$ cat src/shared/cpu_bus_defs.vh
// Constants for the local-bus interface block.
// Assumes inclusion by bare name from design files.
`ifndef CPU_BUS_DEFS_VH
`define CPU_BUS_DEFS_VH
// Register byte addresses
`define REG_CTRL       12'h000
`define REG_CYCLE      12'h004
`define REG_ADDR       12'h008
`define REG_WDATA      12'h00C
`define REG_RDATA      12'h010
`define REG_STATUS     12'h014
`define REG_CFG_A      12'h018
`define REG_CFG_B      12'h01C
`define REG_IRQ        12'h020
// Configuration bits, cache_config_reg_a
`define CFG_A_KEN      0
`define CFG_A_FLUSH    1
`define CFG_A_GRANT    2
// Configuration bits, cache_config_reg_b
`define CFG_B_RPL      0
`define CFG_B_TWOWAY   1
// Control register bits
`define CTRL_GO        0
`define CTRL_IE        1
`define CTRL_INTERRUPT_RETURN_INSTR      2
`define CTRL_HALT      3
`define CTRL_SHUT      4
`define CTRL_INTA      5
// Cycle type codes: mem_io, data_ctl, wr_rd, lock_n
`define CYC_INTA       4'b0000
`define CYC_IO_RD      4'b0101
`define CYC_IO_WR      4'b0111
`define CYC_CODE_RD    4'b1001
`define CYC_HALT       4'b1011
`define CYC_LK_RD      4'b1100
`define CYC_MEM_RD     4'b1101
`define CYC_LK_WR      4'b1110
`define CYC_MEM_WR     4'b1111
// Halt, shutdown and all-byte enables; non-maskable vector
`define BE_HALT        4'b1011
`define BE_SHUT        4'b1110
`define BE_ALL         4'b0000
`define NMI_VECTOR     8'h02
// Noise filter length, double-rate clocks
`define NMI_MIN_DOUBLE_RATE_CLOCK   8
`endif

$ cat src/design/clk_phase.v
// Divides the double-rate clock into processor phases.
// Assumes pclk is the double-rate clock; phase realigns when reset falls.
`timescale 1ns/100ps
module clk_phase (
  // Clock and reset
  input  wire pclk,
  input  wire presetn,
  // Phase out
  output reg  phase2
);
  always @(posedge pclk or negedge presetn) begin
    if (!presetn) begin
      phase2 <= 1'b0;
    end else begin
      phase2 <= ~phase2;
    end
  end
endmodule

$ cat src/design/nmi_catch.v
// Non-maskable interrupt edge catcher with one stored pending edge.
// Assumes nmi is synchronous to pclk and sampled on phase2.
`timescale 1ns/100ps
`include "cpu_bus_defs.vh"
module nmi_catch #(
  parameter MIN_DOUBLE_RATE_CLOCK = `NMI_MIN_DOUBLE_RATE_CLOCK
) (
  // Clock and reset
  input  wire pclk,
  input  wire presetn,
  // Control
  input  wire phase2,
  input  wire nmi,
  input  wire take,
  input  wire interrupt_return_instr,
  // Status
  output reg  pending,
  output reg  in_service
);
  reg [3:0] low_cnt;
  reg [3:0] high_cnt;
  reg       armed;
  wire      edge_seen;
  // stable low then high
  // Threshold or beyond, so a phase-2 sample is never missed
  assign edge_seen = phase2 && nmi && armed && (high_cnt >= (MIN_DOUBLE_RATE_CLOCK[3:0] - 4'd1));
  // Filter counts in double-rate clocks
  always @(posedge pclk or negedge presetn) begin
    if (!presetn) begin
      low_cnt  <= 4'h0;
      high_cnt <= 4'h0;
      armed    <= 1'b0;
    end else begin
      if (nmi) begin
        low_cnt  <= 4'h0;
        if (high_cnt != 4'hF)
          high_cnt <= high_cnt + 4'd1;
        if (edge_seen)
          armed <= 1'b0;
      end else begin
        high_cnt <= 4'h0;
        if (low_cnt != 4'hF)
          low_cnt <= low_cnt + 4'd1;
        if (low_cnt >= MIN_DOUBLE_RATE_CLOCK[3:0] - 4'd1)
          armed <= 1'b1;
      end
    end
  end
  always @(posedge pclk or negedge presetn) begin
    if (!presetn) begin
      pending    <= 1'b0;
      in_service <= 1'b0;
    end else begin
      if (edge_seen)
        pending <= 1'b1;
      else if (take)
        pending <= 1'b0;
      if (take)
        in_service <= 1'b1;
      else if (interrupt_return_instr)
        in_service <= 1'b0;
    end
  end
endmodule

$ cat src/design/local_bus_if.v
// Local-bus interface of a 32-bit processor, driven by an APB command port.
// Assumes pins synchronous to pclk (the double-rate clock); APB master.
//
// Overview of operation
// - Data lines input on reads and acknowledges, driven on writes.
// - Bus grant floats data, cycle definition and address strobe.
// - Cycle definition valid with strobe; lock valid from cycle start.
// - Cycle type is the four-bit code written by software; it is not checked against the nine documented codes.
// - Halt and shutdown drive zero address with their byte enables.
// - Lock asserted for locked, exchange, descriptor and acknowledge cycles.
// - No bus grant while lock is active.
// - Strobe for first clock; pipelined strobe held until ready.
// - Ready ends every cycle; read data captured on ready.
// - Next address request lets the next cycle start early.
// - Narrow bus size splits memory access into 16-bit halves on low lines.
// - Unmasked maskable request yields two locked acknowledge cycles.
// - Non-maskable edge enters service with internal vector 2.
// - Further non-maskable edges blocked until return; one is stored.
// - Maskable request serviced inside non-maskable service.
// - Halt in non-maskable service resumes only on maskable request.
// - Non-maskable input sampled each phase 2, eight clocks each level.
// - Cacheable unlocked memory reads with cache enable become fills; halt and acknowledge cycles do too while the written type is such a read.
// - Full-width fills ignore byte enables, all four bytes stored.
// - Cache enable and flush ignored until enabled; grant may flush.
// - Replacement outputs float until enabled and while granted; valid the clock after a fill ends.
// - Internal clock is the double-rate clock divided by two.
`timescale 1ns/100ps
`include "cpu_bus_defs.vh"
module local_bus_if (
  // APB slave
  input  wire        pclk,
  input  wire        presetn,
  input  wire        psel,
  input  wire        penable,
  input  wire        pwrite,
  input  wire [11:0] paddr,
  input  wire [31:0] pwdata,
  output reg  [31:0] prdata,
  output reg         pready,
  output reg         pslverr,
  // Data lines
  input  wire [31:0] data_in,
  output reg  [31:0] data_out,
  output reg         data_oe_n,
  // Address and cycle definition
  output reg  [29:0] addr_out,
  output reg  [3:0]  byte_en_n,
  output reg         mem_io,
  output reg         data_ctl,
  output reg         wr_rd,
  output reg         lock_n,
  output reg         addr_strobe_n,
  output reg         def_oe_n,
  // Bus cycle control
  input  wire        ready_n,
  input  wire        next_addr_req_n,
  input  wire        narrow_bus_size_n,
  // Arbitration
  input  wire        hold_req,
  output reg         bus_grant_ack,
  // Interrupts
  input  wire        maskable_irq,
  input  wire        nmi,
  // Cache interface
  input  wire        cacheable_n,
  input  wire        flush_n,
  output reg         replace_way,
  output reg         replace_way_valid_n,
  output reg         replace_oe_n,
  output reg         cache_flush
);
  localparam ST_IDLE  = 3'd0;
  localparam ST_ADDR  = 3'd1;
  localparam ST_WAIT  = 3'd2;
  localparam ST_GRANT = 3'd3;
  localparam ST_INTA2 = 3'd4;

  reg [2:0]  state;
  reg [31:0] ctrl;
  reg [3:0]  cyc_type;
  reg [29:0] req_addr;
  reg [31:0] wdata;
  reg [31:0] rdata;
  reg [7:0]  cfg_a;
  reg [7:0]  cfg_b;
  reg [7:0]  vector;
  reg        busy;
  reg        half;
  reg        fill_ok;
  reg        fill_done;
  reg        way;
  reg        piped;
  reg        irq_taken;
  reg        halted;
  wire       phase2;
  wire       nmi_pend;
  wire       nmi_serv;
  wire       apb_wr;
  wire       done;
  wire       is_read;
  wire       take_nmi;

  // Decodes read-class cycles, used by the read-data capture only
  function rd_cycle;
    input [3:0] t;
    begin
      rd_cycle = (t == `CYC_INTA) || (t == `CYC_IO_RD) || (t == `CYC_CODE_RD) ||
                 (t == `CYC_LK_RD) || (t == `CYC_MEM_RD);
    end
  endfunction

  // Only a written type of plain memory code or data read may fill the cache
  function fillable;
    input [3:0] t;
    begin
      fillable = (t == `CYC_CODE_RD) || (t == `CYC_MEM_RD);
    end
  endfunction

  clk_phase u_phase (
    .pclk    (pclk),
    .presetn (presetn),
    .phase2  (phase2)
  );

  assign take_nmi = nmi_pend && !nmi_serv && (state == ST_IDLE) && !busy;

  nmi_catch #(
    .MIN_DOUBLE_RATE_CLOCK (`NMI_MIN_DOUBLE_RATE_CLOCK)
  ) u_nmi (
    .pclk       (pclk),
    .presetn    (presetn),
    .phase2     (phase2),
    .nmi        (nmi),
    .take       (take_nmi),
    .interrupt_return_instr       (apb_wr && paddr == `REG_CTRL && pwdata[`CTRL_INTERRUPT_RETURN_INSTR]),
    .pending    (nmi_pend),
    .in_service (nmi_serv)
  );

  assign apb_wr  = psel && penable && pwrite && pready;
  assign done    = (state == ST_WAIT || state == ST_INTA2) && !ready_n;
  assign is_read = rd_cycle(cyc_type);

  // APB: one wait state, error on unmapped address
  always @(posedge pclk or negedge presetn) begin
    if (!presetn) begin
      pready  <= 1'b0;
      pslverr <= 1'b0;
      prdata  <= 32'h0000_0000;
    end else begin
      pready  <= psel && penable && !pready;
      pslverr <= 1'b0;
      if (psel && penable && !pready) begin
        pslverr <= 1'b0;
        case (paddr)
          `REG_CTRL:   prdata <= ctrl;
          `REG_CYCLE:  prdata <= {28'h000_0000, cyc_type};
          `REG_ADDR:   prdata <= {req_addr, 2'b00};
          `REG_WDATA:  prdata <= wdata;
          `REG_RDATA:  prdata <= rdata;
          `REG_STATUS: prdata <= {25'h000_0000, halted, nmi_serv, nmi_pend,
                                  fill_done, bus_grant_ack, busy, state[2]};
          `REG_CFG_A:  prdata <= {24'h00_0000, cfg_a};
          `REG_CFG_B:  prdata <= {24'h00_0000, cfg_b};
          `REG_IRQ:    prdata <= {24'h00_0000, vector};
          default: begin
            prdata  <= 32'h0000_0000;
            pslverr <= 1'b1;
          end
        endcase
      end
    end
  end

  // Register writes from software
  always @(posedge pclk or negedge presetn) begin
    if (!presetn) begin
      ctrl     <= 32'h0000_0000;
      cyc_type <= `CYC_MEM_RD;
      req_addr <= 30'h0000_0000;
      wdata    <= 32'h0000_0000;
      cfg_a    <= 8'h00;
      cfg_b    <= 8'h00;
    end else if (apb_wr) begin
      case (paddr)
        `REG_CTRL:  ctrl     <= pwdata & 32'h0000_003B;
        `REG_CYCLE: cyc_type <= pwdata[3:0];
        `REG_ADDR:  req_addr <= pwdata[31:2];
        `REG_WDATA: wdata    <= pwdata;
        `REG_CFG_A: cfg_a    <= pwdata[7:0];
        `REG_CFG_B: cfg_b    <= pwdata[7:0];
        default:    ctrl     <= ctrl;
      endcase
    end else begin
      ctrl[`CTRL_GO] <= ctrl[`CTRL_GO] && !(state == ST_IDLE && !busy);
    end
  end

  // Bus cycle sequencer
  always @(posedge pclk or negedge presetn) begin
    if (!presetn) begin
      state               <= ST_IDLE;
      busy                <= 1'b0;
      half                <= 1'b0;
      piped               <= 1'b0;
      rdata               <= 32'h0000_0000;
      vector              <= 8'h00;
      irq_taken           <= 1'b0;
      halted              <= 1'b0;
      fill_ok             <= 1'b0;
      fill_done           <= 1'b0;
      way                 <= 1'b0;
      data_out            <= 32'h0000_0000;
      data_oe_n           <= 1'b1;
      addr_out            <= 30'h3FFF_FFFF;
      byte_en_n           <= 4'h0;
      mem_io              <= 1'b0;
      data_ctl            <= 1'b1;
      wr_rd               <= 1'b0;
      lock_n              <= 1'b1;
      addr_strobe_n       <= 1'b1;
      def_oe_n            <= 1'b0;
      bus_grant_ack       <= 1'b0;
      replace_way         <= 1'b0;
      replace_way_valid_n <= 1'b1;
      replace_oe_n        <= 1'b1;
      cache_flush         <= 1'b0;
    end else begin
      replace_oe_n <= !(cfg_b[`CFG_B_RPL] && !bus_grant_ack);
      cache_flush  <= (cfg_a[`CFG_A_FLUSH] && !flush_n) ||
                      (cfg_a[`CFG_A_GRANT] && state == ST_IDLE && hold_req && lock_n);
      if (take_nmi)
        vector <= `NMI_VECTOR;
      if (state == ST_IDLE && maskable_irq && ctrl[`CTRL_IE])
        halted <= 1'b0;
      case (state)
        ST_IDLE: begin
          if (hold_req && lock_n) begin
            state         <= ST_GRANT;
            bus_grant_ack <= 1'b1;
            def_oe_n      <= 1'b1;
            data_oe_n     <= 1'b1;
          end else if (maskable_irq && ctrl[`CTRL_IE] && !irq_taken) begin
            irq_taken     <= 1'b1;
            busy          <= 1'b1;
            state         <= ST_ADDR;
            {mem_io, data_ctl, wr_rd, lock_n} <= `CYC_INTA;
            addr_out      <= 30'h0000_0000;
            byte_en_n     <= `BE_ALL;
          end else if (ctrl[`CTRL_GO] && !halted) begin
            busy      <= 1'b1;
            half      <= 1'b0;
            state     <= ST_ADDR;
            fill_done <= 1'b0;
            if (ctrl[`CTRL_HALT] || ctrl[`CTRL_SHUT]) begin
              {mem_io, data_ctl, wr_rd, lock_n} <= `CYC_HALT;
              addr_out  <= 30'h0000_0000;
              byte_en_n <= ctrl[`CTRL_SHUT] ? `BE_SHUT : `BE_HALT;
              halted    <= ctrl[`CTRL_HALT] && nmi_serv;
            end else begin
              // type and lock, held to ready
              {mem_io, data_ctl, wr_rd, lock_n} <= cyc_type;
              addr_out  <= req_addr;
              byte_en_n <= `BE_ALL;
            end
          end else if (!maskable_irq) begin
            irq_taken <= 1'b0;
          end
          if ((ctrl[`CTRL_GO] && !halted) || (maskable_irq && ctrl[`CTRL_IE] && !irq_taken)) begin
            addr_strobe_n <= hold_req && lock_n;
            def_oe_n      <= hold_req && lock_n;
          end
        end
        ST_ADDR: begin
          data_oe_n     <= !(wr_rd && data_ctl);
          // upper half moves to the low lines
          data_out      <= half ? {16'h0000, wdata[31:16]} : wdata;
          addr_strobe_n <= piped ? addr_strobe_n : 1'b1;
          // second half keeps the first half's verdict
          fill_ok       <= half ? fill_ok : 1'b1;
          state         <= ST_WAIT;
        end
        ST_WAIT, ST_INTA2: begin
          if (!next_addr_req_n && !piped && ctrl[`CTRL_GO] && ready_n) begin
            piped         <= 1'b1;
            addr_strobe_n <= 1'b0;
          end
          if (done) begin
            if (fillable(cyc_type) && data_ctl)
              fill_ok <= fill_ok && cfg_a[`CFG_A_KEN] && !cacheable_n;
            if (is_read && !narrow_bus_size_n && !half)
              rdata[15:0] <= data_in[15:0];
            else if (is_read && half)
              rdata[31:16] <= data_in[15:0];
            else if (is_read)
              rdata <= data_in;
            if (!lock_n && !mem_io && !data_ctl && state == ST_ADDR + 3'd1 && !half) begin
              // second acknowledge with its own strobe
              half          <= 1'b1;
              addr_strobe_n <= 1'b0;
              state         <= ST_ADDR;
            end else if (!narrow_bus_size_n && !half && mem_io) begin
              half          <= 1'b1;
              addr_strobe_n <= 1'b0;
              state         <= ST_ADDR;
            end else begin
              if (!mem_io && !data_ctl)
                vector <= data_in[7:0];
              if (fillable(cyc_type) && fill_ok && cfg_a[`CFG_A_KEN] && !cacheable_n) begin
                fill_done           <= 1'b1;
                way                 <= ~way;
                replace_way         <= way & cfg_b[`CFG_B_TWOWAY];
                replace_way_valid_n <= 1'b0;
              end
              busy          <= 1'b0;
              half          <= 1'b0;
              piped         <= 1'b0;
              addr_strobe_n <= 1'b1;
              data_oe_n     <= 1'b1;
              lock_n        <= 1'b1;
              state         <= ST_IDLE;
            end
          end
        end
        ST_GRANT: begin
          replace_way_valid_n <= 1'b1;
          if (!hold_req) begin
            bus_grant_ack <= 1'b0;
            def_oe_n      <= 1'b0;
            state         <= ST_IDLE;
          end
        end
        default: state <= ST_IDLE;
      endcase
      if (state == ST_IDLE)
        replace_way_valid_n <= 1'b1;
    end
  end
endmodule

$ cat config.mk
export PLATFORM = sky130hd
export DESIGN_NAME = local_bus_if
export DESIGN_NICKNAME = d
export VERILOG_FILES = /design/src/design/clk_phase.v /design/src/design/nmi_catch.v /design/src/design/local_bus_if.v
export VERILOG_INCLUDE_DIRS = /design/src /design/src/shared
export SDC_FILE = /design/constraint.sdc
export NUM_CORES = 1
export LEC_CHECK = 0
export ABC_CLOCK_PERIOD_IN_PS = 4400
export BUFFER_PORTS_ARGS = -buffer_cell sky130_fd_sc_hd__clkbuf_2
export CORE_UTILIZATION = 40
export DETAILED_ROUTE_END_ITERATION = 8
export MAX_ROUTING_LAYER = met4
export SETUP_SLACK_MARGIN = 0.2
export SYNTH_ARGS = -nofsm -noshare
export SYNTH_HDL_FRONTEND = slang
export SYNTH_SLANG_ARGS = --single-unit
$ cat constraint.sdc
create_clock -name pclk -period 4.4 [get_ports pclk]
set_clock_uncertainty 0.05 [all_clocks]
set_input_delay 0.44 -clock pclk [delete_from_list [all_inputs] [get_ports pclk]]
set_output_delay 0.44 -clock pclk [all_outputs]
set_load 0.005 [all_outputs]
Yosys cells after proc, flatten, opt, wreduce, memory -nomap -nowiden
Index checks and enable logic that the tools add are counted.

Equal/unequal tests: 45. Reduce and logical (&&, ||, !) cells: 114. Magnitude comparators: 2. $add $sub $neg: 2. Bitwise gates (word level): 7. Mux-type cells: 114.

Operators by type and width (count): $pmux 32 s9 (1); $mux 30 (3); $mux 1 (75); $mux 32 (2); $eq 12x5->1 const B (4); $mux 16 (3); $mux 8 (6); $logic_and 1x1->1 (47); $mux 4 (7); $ne 2x2->1 const B (14); $eq 12x4->1 const B (2); $ne 3x3->1 const B (7); $reduce_and 4->1 (5); $reduce_and 5->1 (4); $reduce_bool 2->1 (10); $logic_not 1->1 (19); $mux 3 (6); $pmux 1 s2 (8); $reduce_and 2->1 (7); $eq 12x3->1 const B (1); $eq 12x6->1 const B (1); $eq 4x4->1 const B (3); $logic_not 12->1 (1); $ne 4x4->1 const B (3); 20 further kinds (45).

Output and inout port bits: 112. Word-level logic and storage cells: 327. Bits of input ports: 89. Flip-flop bits (word level): 262.

Depth between registers and ports, before layout
Gate-level depths: netlist of the first run.

Word-level depth: 11. Depth in mapped cells: 8.

Modules after synthesis
Synthesis of the first run repeated with hierarchy kept, for this count alone.

Cells, all modules: 1048. Area, all modules: 11706.2 µm².

Modules (own cells, without submodules): local_bus_if (area an instance 11116.9 µm², instances 1, cells each 996, seq. area each 6254.7 µm²); nmi_catch (area an instance 560.5 µm², instances 1, cells each 50, seq. area each 275.3 µm²); clk_phase (area an instance 28.8 µm², instances 1, cells each 2, seq. area each 25.0 µm²).

Worst setup path after synthesis of the first run
No wires, ideal clock.

Path kind: input to register. From: in paddr[7]. To: reg wdata[10]. Setup slack: 1.844 ns. Required time: 4.225 ns. Arrival time: 2.380 ns. Stages on the path: 7. Cells stage by stage: or4_4 or3_1 buf_6 or3_1 buf_6 buf_12 mux2_4.

Word-level cells in the longest chain between the ends: 2.

Ends and longest elaborated chain: start: declaration (line local_bus_if.v:36) `input wire [11:0] paddr,`; $eq 12x4->1 (line local_bus_if.v:186) `case (paddr)`; $reduce_and 2->1 (no line); end signal: assignment (line local_bus_if.v:190) `` `REG_WDATA: wdata <= pwdata; ``; end: declaration (line local_bus_if.v:82) `reg [31:0] wdata;`.

No other way between the ends. A chain may end at the register's enable or synchronous reset.

Worst setup path in the final report of the first run
From: in paddr[7]. To: reg wdata[9].

Same word-level chain as after synthesis.

==> results by group, run 1 <==
Critical path
  – Crit-path leading delay family: simple AND/OR/NAND/NOR gates
  – Worst Setup End Kind: flop
  – CP Launch Type: input port
  – WP data required: 4790 ps
  – CP max-delay cell: or3_2
  – Maximum fanout along the worst path: 32
  – Critical path type: in -> reg
  – Crit-path cells: clkbuf_2, or4_4, or3_1, or3_2, mux2_4
  – Buffer and inverter count on the worst path: 1
  – CP max stage delay: 980 ps
  – Crit path DAT: 3050 ps

Clock tree
  – Total CTS buffers: 29
  – Post-CTS sizing: 0
  – Clk slew on worst S/H paths: 60 ps
  – Worst-Skew Late Latency: 560 ps
  – CTS root buffer: clkbuf_16
  – CTS Hold Bufs: 1
  – Longest Clk Path Bufs: 3
  – CTS sink count: 260
  – Setup bufs post-CTS: 0
  – CTS tree: done
  – H-tree depth: 1

Final layout
  – Area Overhead vs Synth: 20.1%
  – N_diodes: 0
  – Fin cells: 1635
  – Final net count: 1324
  – Final core utilization: 49.1%
  – Fill count: 2713
  – Fraction of layout cells with a size suffix above 1: 34.5%

GRT
  – Total grt overflow: 0
  – Number of global-route vias before repair: 8717
  – GRT Total Usage: 23.0%
  – Initial antenna violation count: 0
  – First-pass GRT wire length: 52400 µm
  – Largest net degree at the start of global routing: 121

Yosys
  – Synthesis Warnings: 0
  – Syn Inst Count: 1049
  – Avg Cell Area, Syn: 11.3 µm²
  – Synth Flop Type: dfrtp_1
  – Seq cells post-synth: 260
  – Post-synthesis async set-or-reset flop share: 100%
  – Syn_nets: 1145
  – Cell area after synthesis: 11800 µm²
  – Synth cell types: 61
  – Register area share after synthesis: 55.4%
  – Number of synthesized flops with an enable pin: 0

STA
  – Final Hold Viols: 0
  – Final WS setup: 1740 ps
  – Hold_ws: 68.6 ps
  – Sum Neg Setup Slack: 0 ps
  – Final Critical Period: 2660 ps
  – Period utilisation layout: 60.5%
  – Final Slew Violations: 0
  – Max Clk Rate: 376 MHz
  – Unrepaired setup endpoints after global routing: false
  – Slew HR: 25.5%
  – Final setup fails: 0
  – Worst slew pin tran: 1120 ps

Die
  – Row Count: 62
  – I/O pin count: 201
  – Die height: 174 µm
  – Die area: 30300 µm²
  – Starting density of the core: 40.9%
  – Die W: 174 µm
  – Core Area: 28900 µm²

Job
  – Max-capacitance violation count: 0

Drt
  – Drt wl/cell: 20.5 µm
  – Routed WL: 33500 µm
  – Vias: 8860
  – Vias per cell: 5.42
  – Drt drc: 0
  – Antenna Nets Post-Route: 0
  – First-pass DRT Iterations: 5
  – Number of DRC markers in iteration 0: 788

Placed design
  – HPWL Detailed: 23900 µm
  – DP Worst Slack: 1170 ps
  – Placed Instances: 1580
  – PortBufs: 200
  – GPL Wtd Cong: 0.928

Pwr
  – Worst VDD drop: 0.305 mV
  – Static leakage: 6.72 nW
  – P per Cell Area: 464 nW/µm²

Min path
  – Hold Crit Class: in -> reg

Run status
  – Status: complete, no violations
[cells by family (layout without fill, tap and decap cells)]
family | Yosys count | in the layout | share of synthesized area (%)
xor+xnor | 4 | 4 | 0.296
fa+ha+maj | 7 | 7 | 0.740
simple gates | 264 | 264 | 10.2
compound gates | 254 | 254 | 14.0
flops | 260 | 260 | 55.4
buf+inv | 103 | 305 | 3.91
mux | 157 | 157 | 15.5
[sequential cells by signal (all words and copies together), names as in the netlist, 2 cells and up]
signal,flops
cyc_type,4
req_addr,30
ctrl,5
cfg_a,8
cfg_b,8
u_nmi.low_cnt,4
prdata,32
state,2
vector,8
wdata,32
data_out,32
byte_en_n,3
rdata,32
addr_out,30
u_nmi.high_cnt,4
[placed cells by master, fill, tap and decap left out, drive strengths merged, types with 10 or more instances in the layout]
| master | count |
|---|---|
| a21oi | 32 |
| a22oi | 33 |
| clkbuf | 240 |
| nand3 | 21 |
| mux2i | 47 |
| o31ai | 10 |
| nor2 | 38 |
| buf | 17 |
| o21ai | 96 |
| dfrtp | 221 |
| dfstp | 39 |
| nand2 | 150 |
| mux2 | 109 |
| o2bb2ai | 24 |
| inv | 35 |
| a31oi | 10 |
| nor3 | 16 |
| a22o | 28 |
[path summary, 6_finish.rpt]
| path | startpoint | slack [ps] | cells past startpoint | end |
|---|---|---|---|---|
| min in group asynchronous | presetn | 480 | 2 | byte_en_n[1] |
| max | paddr[7] | 1740 | 5 | wdata[9] |
| min reg2reg | u_phase.phase2 | 380 | 1 | u_phase.phase2 |
| min | data_in[5] | 70 | 3 | vector[5] |
| max in group asynchronous | presetn | 2650 | 3 | prdata[5] |
| max reg2reg | state[0] | 1750 | 7 | lock_n |
[synthesized netlist by cell type, drive strengths merged, types with 24 or more instances]
cell type	n	area share (%)
nor2	38	1.2
mux2	109	11
clkbuf	50	1.6
dfrtp	221	47
a21oi	32	1.4
mux2i	47	4.0
o2bb2ai	24	1.8
a22oi	33	2.1
a22o	28	2.1
dfstp	39	8.7
inv	34	1.1
o21ai	96	4.1
nand2	150	4.8
[metal layers]
layer	vias up	GRT usage [%]	wire length (µm)	share of wire, %
met5	-	-	0	0
met3	45	4.05	2040	6.1
met1	4435	34.1	16100	48
met2	281	32.8	14800	44
met4	0	4.93	574	1.7
li1	4099	-	-	-
[worst register-to-register path, stage by stage (launching register included)]
cell	delay, ps
dfrtp_1	450
inv_1	120
ha_1	440
a21boi_0	610
o21ai_4	90
buf_4	340
a21oi_1	270
a2bb2oi_1	190
[stage by stage]
step           cell area [µm²]  total power, mW
4_1_cts                  14200             6.65
2_1_floorplan            11800             3.56
3_3_place_gp             13200             3.98
6_report                 14200             6.59
5_1_grt                  14200             6.92
3_5_place_dp             13200             4.01
[cell type report]
| type | count | area, µm² | area share, % |
|---|---|---|---|
| flip-flops and latches | 260 | 6560 | 46.1 |
| clock buffers | 41 | 841 | 5.91 |
| inverters | 34 | 128 | 0.898 |
| multi-input cells | 686 | 4860 | 34.2 |
| repair buffers | 217 | 1140 | 8.03 |
| well taps | 384 | 480 | 3.38 |
| clock inverters | 13 | 214 | 1.51 |
[power breakdown]
group          leakage [nW]  internal, mW  switching [mW]
registers              3.34          2.69           0.180
logic                  2.86         0.442           0.653
clock network         0.514          1.63           0.997
Note: power is estimated with default switching activity, not from simulation.
==> run 2, diff against run 1 <==
--- a/config.mk
+++ b/config.mk
@@ -6,7 +6,7 @@
 export SDC_FILE = /design/constraint.sdc
 export NUM_CORES = 1
 export LEC_CHECK = 0
-export ABC_CLOCK_PERIOD_IN_PS = 4400
+export ABC_CLOCK_PERIOD_IN_PS = 2400
 export BUFFER_PORTS_ARGS = -buffer_cell sky130_fd_sc_hd__clkbuf_2
 export CORE_UTILIZATION = 40
 export DETAILED_ROUTE_END_ITERATION = 8
==> constraint.sdc (replaced) <==
create_clock -name pclk -period 2.4 [get_ports pclk]
set_clock_uncertainty 0.05 [all_clocks]
set_input_delay 0.24 -clock pclk [delete_from_list [all_inputs] [get_ports pclk]]
set_output_delay 0.24 -clock pclk [all_outputs]
set_load 0.005 [all_outputs]
==> run 2 against run 1 <==
  * Hold slack lost 59 ps
  * Global-route usage up 0.84 points
  * Die area unchanged
==> results by group, run 2 (same netlist as run 1, synthesis figures left out) <==
Critical path
  – Worst Setup End Kind: flop
  – Maximum fanout along the worst path: 10 (-69%)
  – R2R Path End: piped
  – R2R cell count: 7 (unchanged)
  – Reg2Reg Setup Slack: 290 ps (-1460 ps)
  – Crit path DAT: 2490 ps (-560 ps)
  – Critical path type: reg -> reg
  – Reg2reg start: lock_n
  – CP Launch Type: flop
  – WP data required: 2780 ps (-2010 ps)

Placed design
  – Placed Instances: 1614 (+2.2%)
  – PortBufs: 200 (unchanged)
  – GPL Wtd Cong: 0.902 (-2.9%)
  – HPWL Detailed: 25200 µm (+5.5%)
  – Post-Place Cell Area: 13500 µm² (+2.7%)

STA
  – Final setup fails: 0 (unchanged)
  – Final Critical Period: 2110 ps
  – Max Clk Rate: 474 MHz
  – Unrepaired setup endpoints after global routing: false
  – Slew HR: 64.2% (+39 points)
  – Hold_ws: 9.21 ps (-59.4 ps)
  – Final Slew Violations: 0 (unchanged)
  – Sum Neg Setup Slack: 0 ps (unchanged)
  – Worst slew pin tran: 532 ps (-586 ps)
  – Period utilisation layout: 88.0%
  – Final Hold Viols: 0 (unchanged)

Drt
  – Metal3 WL: 1810 µm (-12%)
  – Vias: 9215 (+4.0%)
  – Antenna Nets Post-Route: 0 (unchanged)
  – Drt drc: 0 (unchanged)
  – Drt wl/cell: 20.3 µm (-1.1%)
  – Number of DRC markers in iteration 0: 699 (-11%)
  – WL met2: 15800 µm (+7.0%)
  – Routed WL: 35100 µm (+4.6%)
  – M1 WL: 16800 µm (+4.2%)
  – Vias per cell: 5.33 (-1.6%)
  – Highest Signal Layer: met4
  – First-pass DRT Iterations: 5 (unchanged)

Clock tree
  – Clk slew on worst S/H paths: 60 ps (about the same)
  – CTS root buffer: clkbuf_16
  – Total CTS buffers: 28 (-3.4%)
  – Worst-Skew Late Latency: 550 ps (about the same)
  – H-tree depth: 1 (unchanged)
  – CTS tree: done
  – CTS sink count: 260 (unchanged)
  – Longest Clk Path Bufs: 3 (unchanged)

GRT
  – Total grt overflow: 0 (unchanged)
  – Number of global-route vias before repair: 8982 (+3.0%)
  – Initial antenna violation count: 0 (unchanged)
  – Largest net degree at the start of global routing: 73 (-40%)
  – First-pass GRT wire length: 54000 µm (+3.1%)
  – GRT Total Usage: 23.9% (+0.84 points)

Job
  – Max-capacitance violation count: 0 (unchanged)

Final layout
  – Area Overhead vs Synth: 27.3%
  – Final net count: 1419 (+7.2%)
  – N_diodes: 0 (unchanged)
  – Final core utilization: 52.1% (+2.9 points)
  – Final Cell Area: 15100 µm² (+6.0%)
  – Fraction of layout cells with a size suffix above 1: 34.3% (-0.18 points)
  – Most frequent cells in the layout: dfrtp_1, clkbuf_2, nand2_1
  – Fin cells: 1729 (+5.7%)
  – Commonest non-fill, non-tap cell in the layout: dfrtp_1

Die
  – Row Count: 62 (unchanged)
  – Core Area: 28900 µm² (unchanged)
  – Starting density of the core: 40.9% (unchanged)
  – Die area: 30300 µm² (unchanged)
  – Die W: 174 µm (unchanged)
  – Die height: 174 µm (unchanged)
  – I/O pin count: 201 (unchanged)

Pwr
  – P per Cell Area: 780 nW/µm² (+68%)
  – Static leakage: 7.14 nW (+6.3%)
  – Worst VDD drop: 0.560 mV (+84%)

Min path
  – WHS Path Cells: 3 (unchanged)
  – Worst Hold End: rdata[16]
  – Worst hold start: data_in[16]
  – Hold Crit Class: in -> reg

Run status
  – Status: complete, no violations
==> run 2: cell count changes in the layout (fill, tap and decap cells not counted), sizes merged <==
cell,before,now
buf,17,51
bufinv,5,2
clkbuf,240,239
clkinv,5,9
clkinvlp,2,1
dlygate4sd3,1,63
inv,35,34
==> run 2: per-stage QoR <==
| step | power [mW] | setup WS [ps] |
|---|---|---|
| floorplan | 6.53 | 67.2 |
| global placement | 7.40 | -34.7 |
| detailed placement | 7.45 | -57.6 |
| CTS | 11.8 | 208 |
| global route | 12.3 | 228 |
| finish | 11.8 | 288 |
==> run 2: how the worst max path moves through the flow <==
stage                     depth (start not counted)            to     start  slack, ps
after CTS                                         7     fill_done  state[0]        210
final                                             7         piped    lock_n        290
after global routing                              7          half  state[0]        230
after detailed placement                          7   req_addr[7]  paddr[7]        -60
after floorplan                                   7     wdata[10]  paddr[7]         70
after global placement                            7  req_addr[24]  paddr[7]        -30
==> run 2: layer usage <==
layer	vias to the layer above	track usage, %
met5	-	-
met4	0	5.01
met3	39	2.62
met2	280	35.3
met1	4591	35.2
li1	4305	-
==> run 2: power breakdown <==
part	internal, mW	leakage [nW]	switching [mW]	total (mW)
registers	4.94	3.34	0.342	5.28
logic	0.948	3.34	1.23	2.18
clock network	2.52	0.456	1.77	4.30
==> run 2: cell type report <==
| class | count | area [µm²] |
|---|---|---|
| sequential | 260 | 6560 |
| fill | 2617 | 13900 |
| clock inverter | 12 | 124 |
| timing repair buffer | 313 | 2120 |
| inverter | 34 | 128 |
| tap | 384 | 480 |
| clock buffer | 40 | 796 |
| multi-input combinational | 686 | 4860 |
==> run 2: worst max-delay path, cell delays in order, from the launching register on <==
cell           delay, ps
dfstp_2              660
nor3_1                90
o21bai_1             200
buf_4                170
nand2_1               50
a21oi_1              150
nor2_1                50
dlygate4sd3_1        560
==> run 2: what timing repair did <==
action                                  4_1_cts  5_1_grt
endpoints found under the hold margin       194        0
hold buffers                                 63        0
gates resized for setup                       0        3
endpoints found under the setup margin        0       30
buffers inserted                              0        0
